[config.mk]
export PLATFORM = sky130hd
export DESIGN_NAME = fcp_command_phases
export DESIGN_NICKNAME = d
export VERILOG_FILES = /design/src/rtl/fcp_pkg.sv /design/src/rtl/fcp_command_phases.sv /design/src/rtl/fcp_stepper.sv
export SDC_FILE = /design/constraint.sdc
export NUM_CORES = 1
export LEC_CHECK = 0
export BUFFER_PORTS_ARGS = -buffer_cell sky130_fd_sc_hd__buf_2
export CAP_MARGIN = 10
export CORE_MARGIN = 3
export CORE_UTILIZATION = 44
export CTS_BUF_LIST = sky130_fd_sc_hd__clkbuf_16
export CTS_CLUSTER_DIAMETER = 150
export DETAILED_ROUTE_END_ITERATION = 8
export PLACE_DENSITY_LB_ADDON = 0.15
export SKIP_CTS_REPAIR_TIMING = 1
export SYNTH_ARGS = -nofsm -noshare
export SYNTH_HDL_FRONTEND = slang
export SYNTH_SLANG_ARGS = --single-unit
[constraint.sdc]
create_clock -name clk_i -period 4.4 [get_ports clk_i]
set_input_delay 0.66 -clock clk_i [delete_from_list [all_inputs] [get_ports clk_i]]
set_output_delay 0.66 -clock clk_i [all_outputs]
set_load 0.01 [all_outputs]
[src/rtl/fcp_pkg.sv]
// package: opcodes, field positions, reset values and timing for the command block
package fcp_pkg;

  // ************************************************************
  // opcodes, compared on the low five bits of the first byte
  // ************************************************************
  localparam logic [4:0] FCP_OP_SENSE_INT = 5'h08;
  localparam logic [4:0] FCP_OP_SPECIFY = 5'h03;
  localparam logic [4:0] FCP_OP_SENSE_DRV = 5'h04;
  localparam logic [4:0] FCP_OP_SEEK = 5'h0F;
  localparam logic [4:0] FCP_OP_CONFIGURE = 5'h13;
  localparam logic [4:0] FCP_OP_DUMPREG = 5'h0E;
  localparam logic [4:0] FCP_OP_READ_ID = 5'h0A;
  localparam int FCP_REL_BIT = 7;
  localparam int FCP_DIR_BIT = 6;
  localparam int FCP_DENS_BIT = 6;
  localparam logic [7:0] FCP_INVALID_STATUS = 8'h80;
  localparam logic [7:0] FCP_SEEK_END_STATUS = 8'h20;
  localparam logic [7:0] FCP_NO_SEEK_STATUS = 8'h80;

  // ************************************************************
  // parameter field positions
  // ************************************************************
  localparam int FCP_HEAD_BIT = 2;
  localparam int FCP_NON_DMA_BIT = 0;
  localparam int FCP_LOCK_BIT = 7;

  // ************************************************************
  // reset values and sizes
  // ************************************************************
  localparam logic [7:0] FCP_RST_SPEC1 = 8'h00;
  localparam logic [7:0] FCP_RST_SPEC2 = 8'h00;
  localparam logic [7:0] FCP_RST_CONFIG = 8'h20;
  localparam logic [7:0] FCP_RST_PRECOMP_START_TRACK = 8'h00;
  localparam int FCP_DUMP_LEN = 10;
  localparam int FCP_ID_LEN = 7;
  localparam int FCP_QUEUE_DEPTH = 10;

  // ************************************************************
  // timing
  // ************************************************************
  localparam int FCP_CLK_MHZ = 10;
  localparam int FCP_STEP_US = 3;
  localparam int FCP_STEP_CYCLES = FCP_STEP_US * FCP_CLK_MHZ;

  // captured sector ID from the read channel
  typedef struct packed {
    logic [7:0] cylinder;
    logic [7:0] head;
    logic [7:0] sector;
    logic [7:0] size_code;
  } fcp_id_t;

  // per-drive head-step request to the drive side
  typedef struct packed {
    logic valid;
    logic [1:0] drive;
    logic dir_in;
  } fcp_step_t;

endpackage

[src/rtl/fcp_command_phases.sv]
// command, execution and result phases of the disk controller commands
`timescale 1ns/1ps
module fcp_command_phases
  import fcp_pkg::*;
(
  // clock and reset
  input wire logic clk_i,
  input wire logic reset_n_i,
  // host byte channel
  input wire logic wr_i,
  input wire logic [7:0] wr_data_i,
  input wire logic rd_i,
  output logic [7:0] rd_data_o,
  output logic rd_valid_o,
  output logic busy_o,
  // drive side
  input wire logic [7:0] drive_status_i,
  input wire logic id_valid_i,
  input wire fcp_id_t id_i,
  input wire logic [7:0] id_st1_i,
  input wire logic [7:0] id_st2_i,
  output fcp_step_t step_o,
  output logic id_req_o,
  output logic density_o,
  // loose settings from other commands
  input wire logic [7:0] count_i,
  input wire logic [7:0] perp_i
);

  // ************************************************************
  // state
  // ************************************************************
  typedef enum logic [4:0] {
    ST_IDLE = 5'b00001,
    ST_PARAM = 5'b00010,
    ST_SEEK = 5'b00100,
    ST_READID = 5'b01000,
    ST_RESULT = 5'b10000
  } fcp_state_t;

  fcp_state_t state_q;
  logic [7:0] opcode_q;
  logic [7:0] sel_q;
  logic [1:0] need_q;
  logic [7:0] cyl_q [4];
  logic [7:0] spec1_q;
  logic [7:0] spec2_q;
  logic [7:0] config_q;
  logic [7:0] precomp_start_track_q;
  logic [7:0] last_st0_q;
  logic [7:0] last_cyl_q;
  logic [7:0] queue_q [FCP_QUEUE_DEPTH];
  logic [3:0] qlen_q;
  logic [3:0] qidx_q;
  logic seek_start_q;
  logic [7:0] seek_target_q;
  logic seek_busy;
  logic [7:0] seek_cyl;

  function automatic logic [1:0] param_count(input logic [7:0] op);
    if (op[FCP_REL_BIT] && op[4:0] == FCP_OP_SEEK)
      return 2'd2;
    case (op[4:0])
      FCP_OP_SPECIFY: return 2'd2;
      FCP_OP_SENSE_DRV: return 2'd1;
      FCP_OP_SEEK: return 2'd2;
      FCP_OP_CONFIGURE: return 2'd3;
      FCP_OP_READ_ID: return 2'd1;
      default: return 2'd0;
    endcase
  endfunction

  function automatic logic known(input logic [7:0] op);
    case (op)
      {3'b000, FCP_OP_SENSE_INT}, {3'b000, FCP_OP_SPECIFY},
      {3'b000, FCP_OP_SENSE_DRV}, {3'b000, FCP_OP_SEEK},
      {3'b000, FCP_OP_CONFIGURE}, {3'b000, FCP_OP_DUMPREG},
      {3'b000, FCP_OP_READ_ID}, {3'b010, FCP_OP_READ_ID},
      {3'b100, FCP_OP_SEEK}, {3'b110, FCP_OP_SEEK}: return 1'b1;
      default: return 1'b0;
    endcase
  endfunction

  fcp_stepper u_stepper (
    .clk_i(clk_i),
    .reset_n_i(reset_n_i),
    .start_i(seek_start_q),
    .drive_i(sel_q[1:0]),
    .from_i(cyl_q[sel_q[1:0]]),
    .to_i(seek_target_q),
    .busy_o(seek_busy),
    .cyl_o(seek_cyl),
    .step_o(step_o)
  );

  // ************************************************************
  // phase sequencing
  // ************************************************************
  always_ff @(posedge clk_i or negedge reset_n_i)
  begin
    if (!reset_n_i)
    begin
      state_q <= ST_IDLE;
      opcode_q <= 8'h00;
      sel_q <= 8'h00;
      need_q <= 2'd0;
      qlen_q <= 4'd0;
      qidx_q <= 4'd0;
      seek_start_q <= 1'b0;
      seek_target_q <= 8'h00;
      spec1_q <= FCP_RST_SPEC1;
      spec2_q <= FCP_RST_SPEC2;
      config_q <= FCP_RST_CONFIG;
      precomp_start_track_q <= FCP_RST_PRECOMP_START_TRACK;
      last_st0_q <= FCP_NO_SEEK_STATUS;
      last_cyl_q <= 8'h00;
      id_req_o <= 1'b0;
      density_o <= 1'b0;
      busy_o <= 1'b0;
      for (int i = 0; i < 4; i++)
        cyl_q[i] <= 8'h00;
      for (int i = 0; i < FCP_QUEUE_DEPTH; i++)
        queue_q[i] <= 8'h00;
    end
    else
    begin
      seek_start_q <= 1'b0;
      case (state_q)
        ST_IDLE:
        begin
          qidx_q <= 4'd0;
          if (wr_i)
          begin
            opcode_q <= wr_data_i;
            need_q <= param_count(wr_data_i);
            busy_o <= 1'b1;
            if (!known(wr_data_i))
            begin
              queue_q[0] <= FCP_INVALID_STATUS;
              qlen_q <= 4'd1;
              state_q <= ST_RESULT;
            end
            else if (wr_data_i[4:0] == FCP_OP_SENSE_INT)
            begin
              queue_q[0] <= last_st0_q;
              queue_q[1] <= last_cyl_q;
              qlen_q <= 4'd2;
              last_st0_q <= FCP_NO_SEEK_STATUS;
              state_q <= ST_RESULT;
            end
            else if (wr_data_i[4:0] == FCP_OP_DUMPREG)
            begin
              for (int i = 0; i < 4; i++)
                queue_q[i] <= cyl_q[i];
              queue_q[4] <= spec1_q;
              queue_q[5] <= spec2_q;
              queue_q[6] <= count_i;
              queue_q[7] <= perp_i;
              queue_q[8] <= config_q;
              queue_q[9] <= precomp_start_track_q;
              qlen_q <= 4'(FCP_DUMP_LEN);
              state_q <= ST_RESULT;
            end
            else
              state_q <= ST_PARAM;
          end
          else
            busy_o <= 1'b0;
        end
        ST_PARAM:
          if (wr_i)
          begin
            need_q <= need_q - 2'd1;
            if (need_q == param_count(opcode_q))
              sel_q <= wr_data_i;
            if (opcode_q[4:0] == FCP_OP_SPECIFY)
            begin
              if (need_q == 2'd2)
                spec1_q <= wr_data_i;
              else
                spec2_q <= wr_data_i;
            end
            if (opcode_q[4:0] == FCP_OP_CONFIGURE)
            begin
              if (need_q == 2'd2)
                config_q <= wr_data_i;
              else if (need_q == 2'd1)
                precomp_start_track_q <= wr_data_i;
            end
            if (need_q == 2'd1)
            begin
              case (opcode_q[4:0])
                FCP_OP_SENSE_DRV:
                begin
                  // no execution phase
                  queue_q[0] <= drive_status_i;
                  qlen_q <= 4'd1;
                  state_q <= ST_RESULT;
                end
                FCP_OP_SEEK:
                begin
                  if (opcode_q[FCP_REL_BIT])
                    seek_target_q <= opcode_q[FCP_DIR_BIT] ?
                      cyl_q[sel_q[1:0]] + wr_data_i :
                      cyl_q[sel_q[1:0]] - wr_data_i;
                  else
                    seek_target_q <= wr_data_i;
                  seek_start_q <= 1'b1;
                  state_q <= ST_SEEK;
                end
                FCP_OP_READ_ID:
                begin
                  density_o <= opcode_q[FCP_DENS_BIT];
                  id_req_o <= 1'b1;
                  state_q <= ST_READID;
                end
                default:
                begin
                  busy_o <= 1'b0;
                  state_q <= ST_IDLE;
                end
              endcase
            end
          end
        ST_SEEK:
          // the stepper starts one cycle after the request
          if (!seek_start_q && !seek_busy)
          begin
            cyl_q[sel_q[1:0]] <= seek_cyl;
            last_st0_q <= FCP_SEEK_END_STATUS | {5'h00, sel_q[2:0]};
            last_cyl_q <= seek_cyl;
            busy_o <= 1'b0;
            state_q <= ST_IDLE;
          end
        ST_READID:
          if (id_valid_i)
          begin
            id_req_o <= 1'b0;
            queue_q[0] <= {5'h00, sel_q[2:0]};
            queue_q[1] <= id_st1_i;
            queue_q[2] <= id_st2_i;
            queue_q[3] <= id_i.cylinder;
            queue_q[4] <= id_i.head;
            queue_q[5] <= id_i.sector;
            queue_q[6] <= id_i.size_code;
            qlen_q <= 4'(FCP_ID_LEN);
            state_q <= ST_RESULT;
          end
        ST_RESULT:
          if (rd_i)
          begin
            if (qidx_q + 4'd1 >= qlen_q)
            begin
              busy_o <= 1'b0;
              state_q <= ST_IDLE;
            end
            qidx_q <= qidx_q + 4'd1;
          end
        default:
          state_q <= ST_IDLE;
      endcase
    end
  end

  // ************************************************************
  // result byte presented to the host
  // ************************************************************
  always_ff @(posedge clk_i or negedge reset_n_i)
  begin
    if (!reset_n_i)
    begin
      rd_data_o <= 8'h00;
      rd_valid_o <= 1'b0;
    end
    else
    begin
      rd_valid_o <= (state_q == ST_RESULT) && !(rd_i && rd_valid_o &&
        qidx_q + 4'd1 >= qlen_q);
      rd_data_o <= queue_q[(rd_i && rd_valid_o && qidx_q + 4'd1 < qlen_q) ?
        qidx_q + 4'd1 : qidx_q];
    end
  end

endmodule

[src/rtl/fcp_stepper.sv]
// head stepper: issues step pulses until the target cylinder is reached
`timescale 1ns/1ps
module fcp_stepper
  import fcp_pkg::*;
(
  // clock and reset
  input wire logic clk_i,
  input wire logic reset_n_i,
  // request
  input wire logic start_i,
  input wire logic [1:0] drive_i,
  input wire logic [7:0] from_i,
  input wire logic [7:0] to_i,
  // progress
  output logic busy_o,
  output logic [7:0] cyl_o,
  output fcp_step_t step_o
);

  logic [7:0] target_q;
  logic [$clog2(FCP_STEP_CYCLES+1)-1:0] wait_q;

  always_ff @(posedge clk_i or negedge reset_n_i)
  begin
    if (!reset_n_i)
    begin
      busy_o <= 1'b0;
      cyl_o <= 8'h00;
      target_q <= 8'h00;
      wait_q <= '0;
      step_o <= '0;
    end
    else if (start_i)
    begin
      busy_o <= 1'b1;
      cyl_o <= from_i;
      target_q <= to_i;
      wait_q <= '0;
      step_o <= '0;
      step_o.drive <= drive_i;
    end
    else if (busy_o)
    begin
      step_o.valid <= 1'b0;
      if (wait_q != '0)
        wait_q <= wait_q - 1'b1;
      else if (cyl_o == target_q)
        busy_o <= 1'b0;
      else
      begin
        // one step per step period, direction from the sign of the gap
        step_o.valid <= 1'b1;
        step_o.dir_in <= target_q > cyl_o;
        cyl_o <= (target_q > cyl_o) ? cyl_o + 8'h01 : cyl_o - 8'h01;
        wait_q <= ($clog2(FCP_STEP_CYCLES+1))'(FCP_STEP_CYCLES);
      end
    end
  end

endmodule

==> results of run 1 <==
cells in the final DEF, fill, tap and decap left out, types with 8 or more instances in the layout:
master,Yosys,final
ha_1,32,32
nor2_1,40,40
a22oi_1,22,22
mux2i_1,52,52
clkbuf_16,0,27
o211ai_1,9,9
nor3_1,16,16
a22o_1,43,43
o221ai_1,18,18
a21oi_1,33,33
xnor2_1,13,13
inv_1,37,45
mux2_2,130,130
mux4_2,14,14
a32oi_1,8,8
nand2_1,91,90
nand3_1,23,23
buf_4,4,17
o21ai_0,65,65
buf_2,8,99
mux2_1,20,20
dfrtp_1,226,225
final timing paths:
path	start	end	slack [ns]	cells after the start
max in group asynchronous	reset_n_i	config_q[5]	3.29	2
setup reg to reg	qidx_q[0]	rd_data_o[4]	0.48	9
hold reg to reg	seek_target_q[2]	seek_target_q[2]	0.48	2
hold / removal	reset_n_i	u_stepper.wait_q[2]	0.23	1
setup / recovery	qidx_q[0]	rd_data_o[4]	0.48	9
min in group clk_i	perp_i[2]	queue_q[18]	0.35	2
kinds of logic (layout without fill, tap and decap cells):
kind of cell	Yosys count	after routing	synth area share
AOI/OAI and AO/OA	260	260	0.149
buffers and inverters	109	207	0.0352
xor gates and xnor gates	20	20	0.0142
DFF	229	229	0.464
muxes	216	216	0.204
and+or+nand+nor	237	237	0.0980
adders and majority gates	34	34	0.0356
power groups by stage:
stage          Combinational (mW)  Sequential, mW  Clock (mW)
2_1_floorplan               0.899            2.31           0
3_3_place_gp                 1.16            2.43           0
3_5_place_dp                 1.16            2.43           0
4_1_cts                      1.17            2.40        2.14
5_1_grt                      1.27            2.42        2.23
6_report                     1.17            2.40        2.09
through the flow:
step                hold WS [ns]  total power [mW]  utilization  cell area, um^2
global route               0.298              5.92        0.517            14100
floorplan                  0.364              3.21            -            12400
global placement           0.461              3.59        0.487            13300
CTS                        0.276              5.71        0.517            14100
detailed placement         0.467              3.60        0.487            13300
finish                     0.232              5.65        0.517            14100
area by class of cell:
cell class | count | area, um^2 | area share
clock buffer | 27 | 676 | 0.0480
clock inverter | 22 | 146 | 0.0104
inverter | 38 | 143 | 0.0101
multi-input combinational | 767 | 6220 | 0.442
sequential | 229 | 5740 | 0.407
tap | 372 | 465 | 0.0331
timing repair buffer | 120 | 698 | 0.0496
metal layers:
layer | routed length [um] | vias to the layer above | global-route usage
met5 | 7 | - | 0
met4 | 749 | 2 | 0.0503
met3 | 1520 | 42 | 0.0296
met2 | 15300 | 213 | 0.339
met1 | 16700 | 4563 | 0.346
li1 | - | 4261 | -
==> qor.csv, run 1 <==
stage,metric,value,unit
yosys,synth_top_cell_area_share,0.457,
finish,n_antenna_cell,0,
critical_path,cp-start-kind,flip-flop,
yosys,post_synth_most_frequent_cells,"dfrtp_1, mux2_2, nand2_1",
critical_path,crit_slowest_cell,a22oi_1,
finish,post_layout_nonfiller_instances,1575,
critical_path,worst_path_largest_cell_delay,0.77,ns
pwr,worst_ir_drop_vdd,0.261,mV
flow_run,drv_cap,0,
finish,layout-drive-gt1-share,0.274,
grt,grt_antenna_before_repair,1,
timing,rsz0062_at_grt,no,
clock_network,clk-insertion-delay-late,0.53,ns
yosys,synth-async-reset-ratio,1.00,
timing,timing.setup.tns,0,ns
critical_path,cpLargestDelayFamily,compound AO/OA/AOI/OAI gates,
clock_network,path_clk_slew,0.06,ns
timing,finalHoldViolations,0,
floorplan,core,27300,um^2
drt,detailroute.via_count,9081,
place,dpl.hpwl,24.6,mm
timing,minimum_period_implied_by_the_final_worst_setup_slack,3.92,ns
pwr,p_int,3.93,mW
critical_path,crit_type,reg -> reg,
drt,avgViaCountPerCell,5.77,
critical_path,worstPathRequired,4.82,ns
pwr,power.switching,1.72,mW
finish,fin_nets,1302,
yosys,ys_top_cells_by_area,"dfrtp_1, mux2_2, mux2i_1",
yosys,netlist_area_pre_place,12400,um^2
yosys,postSynthRegisterBits,229,
place,weighted_congestion_at_the_end_of_routability_driven_global_placement,0.889,
finish,growth_of_design_area_from_synthesis_to_finish,13.9,%
critical_path,critical_path.cell_chain,"ha_1, xor2_1, ha_1, o21ai_0, a21oi_2, or2_1, a22oi_1, o221ai_1, o221ai_1",
grt,grt_usage,0.225,
critical_path,end_kind,flip-flop,
critical_path,cp_data_arrival_time,4.34,ns
yosys,synth.yosys.warnings,0,
floorplan,i_o_pins,101,
yosys,post-synth-top-count-cell,dfrtp_1,
yosys,dominantRegCellSynth,dfrtp_1,
floorplan,dieHeight,174,um
grt,grt.overflow.total,0,
floorplan,core.rowCount,60,
drt,drtPass1Iterations,5,
pwr,power-per-cell-area,401,nW/um^2
clock_network,cts_root_buffer,clkbuf_16,
yosys,postSynthAreaPerCell,11.2,um^2
pwr,leakagePower,6.51,nW
drt,detail_route.wirelength,34.2,mm
place,portBuffers,100,
finish,largest_register_ff_count,80,
floorplan,start_util,0.454,
pwr,p_comb_frac,0.207,
finish,layout_top_registers,"queue_q x80, cyl_q x32",
yosys,yosys.area.top_type,dfrtp_1,
yosys,post_synth_edffs,0,
timing,final_setup_violation_count,0,
timing,slew_viol_final,0,
timing,maxSlewHeadroom,0.196,
grt,grt_max_degree,127,
drt,drt.antenna.violating_nets,0,
critical_path,buffers_and_inverters_on_the_worst_path,0,
pwr,sw_frac_of_total,0.304,
yosys,ys_seq_area_frac,0.464,
clock_network,cts_max_level,1,
clock_network,clock-sinks,229,
timing,timing.fmax,0.255,GHz
outcome,run_status,finished clean,
finish,regMostFlops,queue_q,
clock_network,tritoncts_clock_tree,yes,
drt,detail_route.drc_violations,0,
grt,grt_pass1_wl,53.7,mm
hold_path,class_of_the_tightest_hold_or_removal_check,in -> async,
timing,timing.final.ws_setup,0.479,ns
floorplan,fp.dieArea,30200,um^2
clock_network,cts_made_buffers,27,
drt,drt_iter0_drc,617,
finish,fillerInstances,2480,
place,placement.setup.worst_slack,0.525,ns
drt,wire_per_inst,21.7,um
yosys,synth_cell_types,83,
place,numPlacedInstances,1526,
pwr,pwr-share-clk,0.369,
pwr,power.share.sequential,0.424,
grt,grt_pass1_vias,9001,
timing,timing.clock.skew,0.0127,ns
yosys,mappedNetlistNets,1224,
yosys,post_synth_inst_count,1105,
floorplan,die_width,174,um
critical_path,timing.critical_path.fanout_max,19,
clock_network,cts-root-to-sink-buffers,3,
timing,layout_worst_path_cycle_share,0.891,
timing,tightest_slew,1.20,ns
Power figures use the tool's default switching activity.
==> run 2, diff against run 1 <==
Settings changed: BUFFER_PORTS_ARGS -buffer_cell sky130_fd_sc_hd__buf_2 to -buffer_cell sky130_fd_sc_hd__buf_4, CORE_UTILIZATION 44 to 40.
==> qor.csv, run 2 (synthesis gave the netlist of run 1 again) <==
stage,metric,value,unit,change
finish,n_antenna_cell,0,,unchanged
floorplan,fp.dieArea,33100,um^2,+9.6%
finish,largest_register_ff_count,80,,unchanged
pwr,pwr-share-clk,0.392,,+0.023
pwr,p_int,4.17,mW,+6.0%
critical_path,timing.critical_path.fanout_max,23,,+4
critical_path,cp_data_arrival_time,4.46,ns,+0.12 ns
finish,final_core_utilization,0.481,,-0.0360
timing,final_setup_violation_count,0,,unchanged
pwr,power.share.sequential,0.406,,-0.018
timing,rsz0062_at_grt,no,,
drt,detail_route.drc_violations,0,,unchanged
grt,grt_pass1_vias,9078,,+0.86%
drt,drt.antenna.violating_nets,0,,unchanged
grt,grt_pass1_wl,54.1,mm,+0.69%
drt,drt_iter0_drc,663,,+7.5%
timing,timing.final.ws_setup,0.366,ns,-0.114 ns
clock_network,path_clk_slew,0.06,ns,about the same
drt,avgViaCountPerCell,5.66,,-1.9%
hold_path,class_of_the_tightest_hold_or_removal_check,in -> async,,
finish,fin_nets,1300,,-0.15%
finish,regMostFlops,queue_q,,
clock_network,clk-insertion-delay-late,0.54,ns,about the same
critical_path,crit_type,reg -> reg,,
timing,tightest_slew,1.16,ns,-0.0372 ns
drt,drtPass1Iterations,5,,unchanged
finish,layout-drive-gt1-share,0.278,,+0.00319
grt,grt.overflow.total,0,,unchanged
finish,growth_of_design_area_from_synthesis_to_finish,16.7,%,
pwr,worst_ir_drop_vdd,0.265,mV,+1.5%
timing,finalHoldViolations,0,,unchanged
floorplan,die_width,182,um,+4.7%
grt,grt_usage,0.207,,-0.0182
floorplan,dieHeight,182,um,+4.7%
pwr,sw_frac_of_total,0.294,,-0.00975
finish,layout_top_registers,"queue_q x80, cyl_q x32",,
timing,timing.fmax,0.248,GHz,-2.8%
timing,layout_worst_path_cycle_share,0.917,,+0.0258
grt,grt_max_degree,80,,-37%
timing,whs,0.0768,ns,-0.155 ns
finish,layout.cells.most_common_list,"dfrtp_1, mux2_2, buf_4",,
grt,grt_antenna_before_repair,0,,-1
critical_path,worstPathRequired,4.82,ns,about the same
place,weighted_congestion_at_the_end_of_routability_driven_global_placement,0.872,,-2.0%
grt,globalRouteMet1Util,0.318,,-0.0272
timing,timing.clock.skew,0.0225,ns,+0.00975 ns
clock_network,cts_root_buffer,clkbuf_16,,
clock_network,tritoncts_clock_tree,yes,,
drt,detailroute.via_count,8993,,-0.97%
floorplan,start_util,0.412,,-0.0420
critical_path,cp-start-kind,flip-flop,,
clock_network,clock-sinks,229,,unchanged
pwr,p_comb_frac,0.203,,-0.004
floorplan,core.rowCount,63,,+5.0%
place,dpl.hpwl,24.4,mm,-0.57%
grt,globalRouteMet3Util,0.0278,,-0.00172
grt,use_met2,0.309,,-0.0305
place,placement.setup.worst_slack,0.427,ns,-0.0982 ns
floorplan,i_o_pins,101,,unchanged
place,portBuffers,100,,unchanged
finish,layout_commonest_cell,dfrtp_1,,
timing,timing.setup.tns,0,ns,unchanged
floorplan,core,30000,um^2,+10%
timing,maxSlewHeadroom,0.225,,+0.0294
grt,busiest_layer,met1,,
pwr,power-per-cell-area,409,nW/um^2,+2.0%
drt,wire_per_inst,21.5,um,-1.1%
finish,fillerInstances,2766,,+12%
outcome,run_status,finished clean,,
critical_path,end_kind,flip-flop,,
clock_network,cts_made_buffers,26,,-3.7%
flow_run,drv_cap,0,,unchanged
timing,slew_viol_final,0,,unchanged
clock_network,cts-root-to-sink-buffers,3,,unchanged
timing,minimum_period_implied_by_the_final_worst_setup_slack,4.03,ns,+0.114 ns
pwr,power.switching,1.74,mW,+1.2%
pwr,leakagePower,6.60,nW,+1.5%
drt,detail_route.wirelength,34.2,mm,-0.13%
clock_network,cts_max_level,1,,unchanged
==> run 2: changes by cell type in the layout (fill, tap and decap cells not counted), moves of 2 or more <==
cell and delta:
buf_2 -99, bufinv_16 +4, inv_1 -4, clkinv_1 -2
buf_4 +98
==> run 2: layer usage <==
layer  share of wire  vias up
li1                -     4236
met1            0.50     4524
met2            0.44      197
met3           0.041       36
met4           0.020        0
met5               0        -
==> run 2: layout make-up <==
class | instances | area (um^2) | area share
well taps | 390 | 488 | 0.0338
inverters | 38 | 143 | 0.00988
multi-input cells | 767 | 6220 | 0.431
flip-flops and latches | 229 | 5740 | 0.397
clock buffers | 26 | 651 | 0.0451
repair buffers | 119 | 938 | 0.0650
clock inverters | 21 | 264 | 0.0183
==> run 2: critical path, stage by stage, from the launching register on <==
cell and delay [ns]:
dfrtp_2 0.73, ha_1 0.37, xor2_1 0.24, ha_1 0.28
o21ai_0 0.22, a21oi_2 0.12, or2_1 0.47, a22oi_1 0.81
o221ai_1 0.36, o221ai_1 0.30
==> run 2: worst paths after layout <==
path                                        from                   to  slack, ns  cells past startpoint
worst max-delay path                   qidx_q[0]         rd_data_o[3]       0.37                      9
worst min-delay path                   reset_n_i  u_stepper.wait_q[2]       0.08                      1
worst max register to register         qidx_q[0]         rd_data_o[3]       0.37                      9
worst min register to register  seek_target_q[1]     seek_target_q[1]       0.48                      2
max in group asynchronous              reset_n_i            qidx_q[0]       3.44                      2
min in group clk_i                     perp_i[6]          queue_q[22]       0.35                      2
==> run 2: through the flow <==
stage / std cells / power (mW) / area [um^2]
finish: 1590 / 5.91 / 14400
global route: 1590 / 6.19 / 14400
CTS: 1589 / 5.97 / 14400
detailed placement: 1542 / 3.63 / 13500
global placement: 1542 / 3.62 / 13500
floorplan: 1105 / 3.21 / 12400
==> run 2: power by group through the flow <==
stage	Clock (mW)	Sequential, mW	Combinational, mW
after floorplan	0	2.31	0.899
after global placement	0	2.43	1.19
after detailed placement	0	2.44	1.19
after CTS	2.37	2.40	1.20
after global routing	2.46	2.42	1.31
final	2.31	2.40	1.20
==> run 3, diff against run 2 <==
Settings changed: BUFFER_PORTS_ARGS -buffer_cell sky130_fd_sc_hd__buf_4 to -buffer_cell sky130_fd_sc_hd__buf_2.
==> qor.csv, run 3 (synthesis gave the netlist of run 1 again) <==
stage,metric,value,unit,change
critical_path,end_kind,flip-flop,,
finish,layout-drive-gt1-share,0.281,,+0.00323
grt,grt_pass1_wl,54.0,mm,-0.11%
timing,minimum_period_implied_by_the_final_worst_setup_slack,3.79,ns,-0.246 ns
grt,globalRouteMet1Util,0.315,,-0.00333
finish,layout.cell_area.non_filler,14200,um^2,-1.6%
finish,regMostFlops,queue_q,,
finish,layout_commonest_cell,dfrtp_1,,
critical_path,cp_data_arrival_time,4.23,ns,-0.23 ns
floorplan,core,30000,um^2,unchanged
critical_path,crit_slowest_cell,a22oi_1,,
drt,drt.antenna.violating_nets,0,,unchanged
critical_path,crit_end,rd_data_o[5],,
timing,slew_viol_final,0,,unchanged
drt,drtPass1Iterations,5,,unchanged
timing,final_setup_violation_count,0,,unchanged
timing,timing.final.ws_setup,0.612,ns,+0.246 ns
critical_path,worstSetupStartpoint,qidx_q[0],,
grt,grt_max_degree,127,,+59%
critical_path,worstReg2RegEnd,rd_data_o[5],,
grt,grt_antenna_before_repair,1,,+1
finish,largest_register_ff_count,80,,unchanged
critical_path,critical_path.cell_chain,"ha_1, xor2_1, ha_1, o21ai_0, a21oi_2, or2_1, a22oi_1, o221ai_1, o221ai_1",,
pwr,leakagePower,6.53,nW,-1.1%
grt,grt_usage,0.207,,about the same
clock_network,tritoncts_clock_tree,yes,,
critical_path,buffers_and_inverters_on_the_worst_path,0,,unchanged
timing,finalHoldViolations,0,,unchanged
timing,whs,0.189,ns,+0.112 ns
critical_path,worstPathRequired,4.84,ns,+0.02 ns
finish,layout_top_registers,"queue_q x80, cyl_q x32",,
grt,busiest_layer,met2,,
drt,drt_iter0_drc,811,,+22%
critical_path,worst_path_largest_cell_delay,0.73,ns,-0.08 ns
pwr,worst_ir_drop_vdd,0.276,mV,+3.9%
place,dpl.hpwl,24.9,mm,+2.0%
timing,timing.clock.skew,0.0132,ns,-0.00926 ns
critical_path,worstSetupPathDepth,9,,unchanged
hold_path,class_of_the_tightest_hold_or_removal_check,in -> async,,
clock_network,cts_made_buffers,27,,+3.8%
drt,detail_route.drc_violations,0,,unchanged
place,detailed_place.area,13300,um^2,-1.7%
clock_network,cts_max_level,1,,unchanged
outcome,run_status,finished clean,,
place,placement.setup.worst_slack,0.657,ns,+0.231 ns
critical_path,flop_to_flop_setup_slack,0.61,ns,+0.25 ns
clock_network,clock-sinks,229,,unchanged
place,weighted_congestion_at_the_end_of_routability_driven_global_placement,0.832,,-4.6%
drt,avgViaCountPerCell,5.72,,+1.1%
clock_network,path_clk_slew,0.06,ns,about the same
flow_run,drv_cap,0,,unchanged
grt,globalRouteMet3Util,0.0310,,+0.00321
clock_network,cts_root_buffer,clkbuf_16,,
timing,timing.fmax,0.264,GHz,+6.5%
floorplan,die_width,182,um,unchanged
critical_path,r2r-start,qidx_q[0],,
finish,growth_of_design_area_from_synthesis_to_finish,14.9,%,
grt,grt_pass1_vias,8926,,-1.7%
floorplan,fp.dieArea,33100,um^2,unchanged
finish,fin_nets,1302,,+0.15%
critical_path,timing.critical_path.fanout_max,23,,unchanged
clock_network,clk-insertion-delay-late,0.54,ns,about the same
pwr,power-per-cell-area,414,nW/um^2,+1.2%
pwr,finalPower,5.88,mW,-0.47%
floorplan,dieHeight,182,um,unchanged
drt,detailroute.via_count,9115,,+1.4%
grt,use_met2,0.316,,+0.00717
timing,maxSlewHeadroom,0.234,,+0.00921
floorplan,core.rowCount,63,,unchanged
critical_path,crit_type,reg -> reg,,
drt,detail_route.wirelength,34.6,mm,+1.1%
drt,wire_per_inst,21.7,um,+0.82%
timing,timing.setup.tns,0,ns,unchanged
place,portBuffers,100,,unchanged
floorplan,i_o_pins,101,,unchanged
timing,tightest_slew,1.15,ns,-0.0138 ns
clock_network,cts-root-to-sink-buffers,3,,unchanged
critical_path,cpLargestDelayFamily,compound AO/OA/AOI/OAI gates,,
finish,n_antenna_cell,0,,unchanged
floorplan,start_util,0.412,,unchanged
critical_path,reg2regPathDepth,9,,unchanged
timing,rsz0062_at_grt,no,,
timing,layout_worst_path_cycle_share,0.861,,-0.0559
critical_path,cp-start-kind,flip-flop,,
finish,layout.cells.most_common_list,"dfrtp_1, mux2_2, buf_2",,
grt,grt.overflow.total,0,,unchanged
[run 3: worst min-delay path by stage]
stage                           startpoint                   to  cells past startpoint
after floorplan                  reset_n_i               busy_o                      0
after global placement       last_cyl_q[0]        last_cyl_q[0]                      2
after detailed placement  seek_target_q[1]     seek_target_q[1]                      2
after CTS                        reset_n_i  u_stepper.wait_q[4]                      1
after global routing             reset_n_i  u_stepper.wait_q[4]                      1
final                            reset_n_i  u_stepper.step_o[0]                      1
[run 3: final cells by class]
class	count	area, um^2
Fill cell	2831	15800
Multi-Input combinational cell	767	6220
Sequential cell	229	5740
Timing Repair Buffer	120	698
Clock buffer	27	676
Tap cell	390	488
Clock inverter	23	248
Inverter	38	143
[run 3: through the flow]
| stage | util | instances |
|---|---|---|
| detailed placement | 0.442 | 1544 |
| global route | 0.473 | 1594 |
| finish | 0.473 | 1594 |
| CTS | 0.473 | 1594 |
| floorplan | - | 1105 |
| global placement | 0.442 | 1544 |
[run 3: routing by layer]
metal	wire length, um	share of wire	up-vias
met5	9	0.00026	-
met4	475	0.014	2
met3	1680	0.049	40
met2	15600	0.45	223
met1	16800	0.49	4596
li1	-	-	4254
[run 3: power by group]
| group | internal [mW] | switching [mW] |
|---|---|---|
| Clock | 1.41 | 0.922 |
| Sequential | 2.21 | 0.193 |
| Combinational | 0.495 | 0.645 |
| Total | 4.12 | 1.76 |
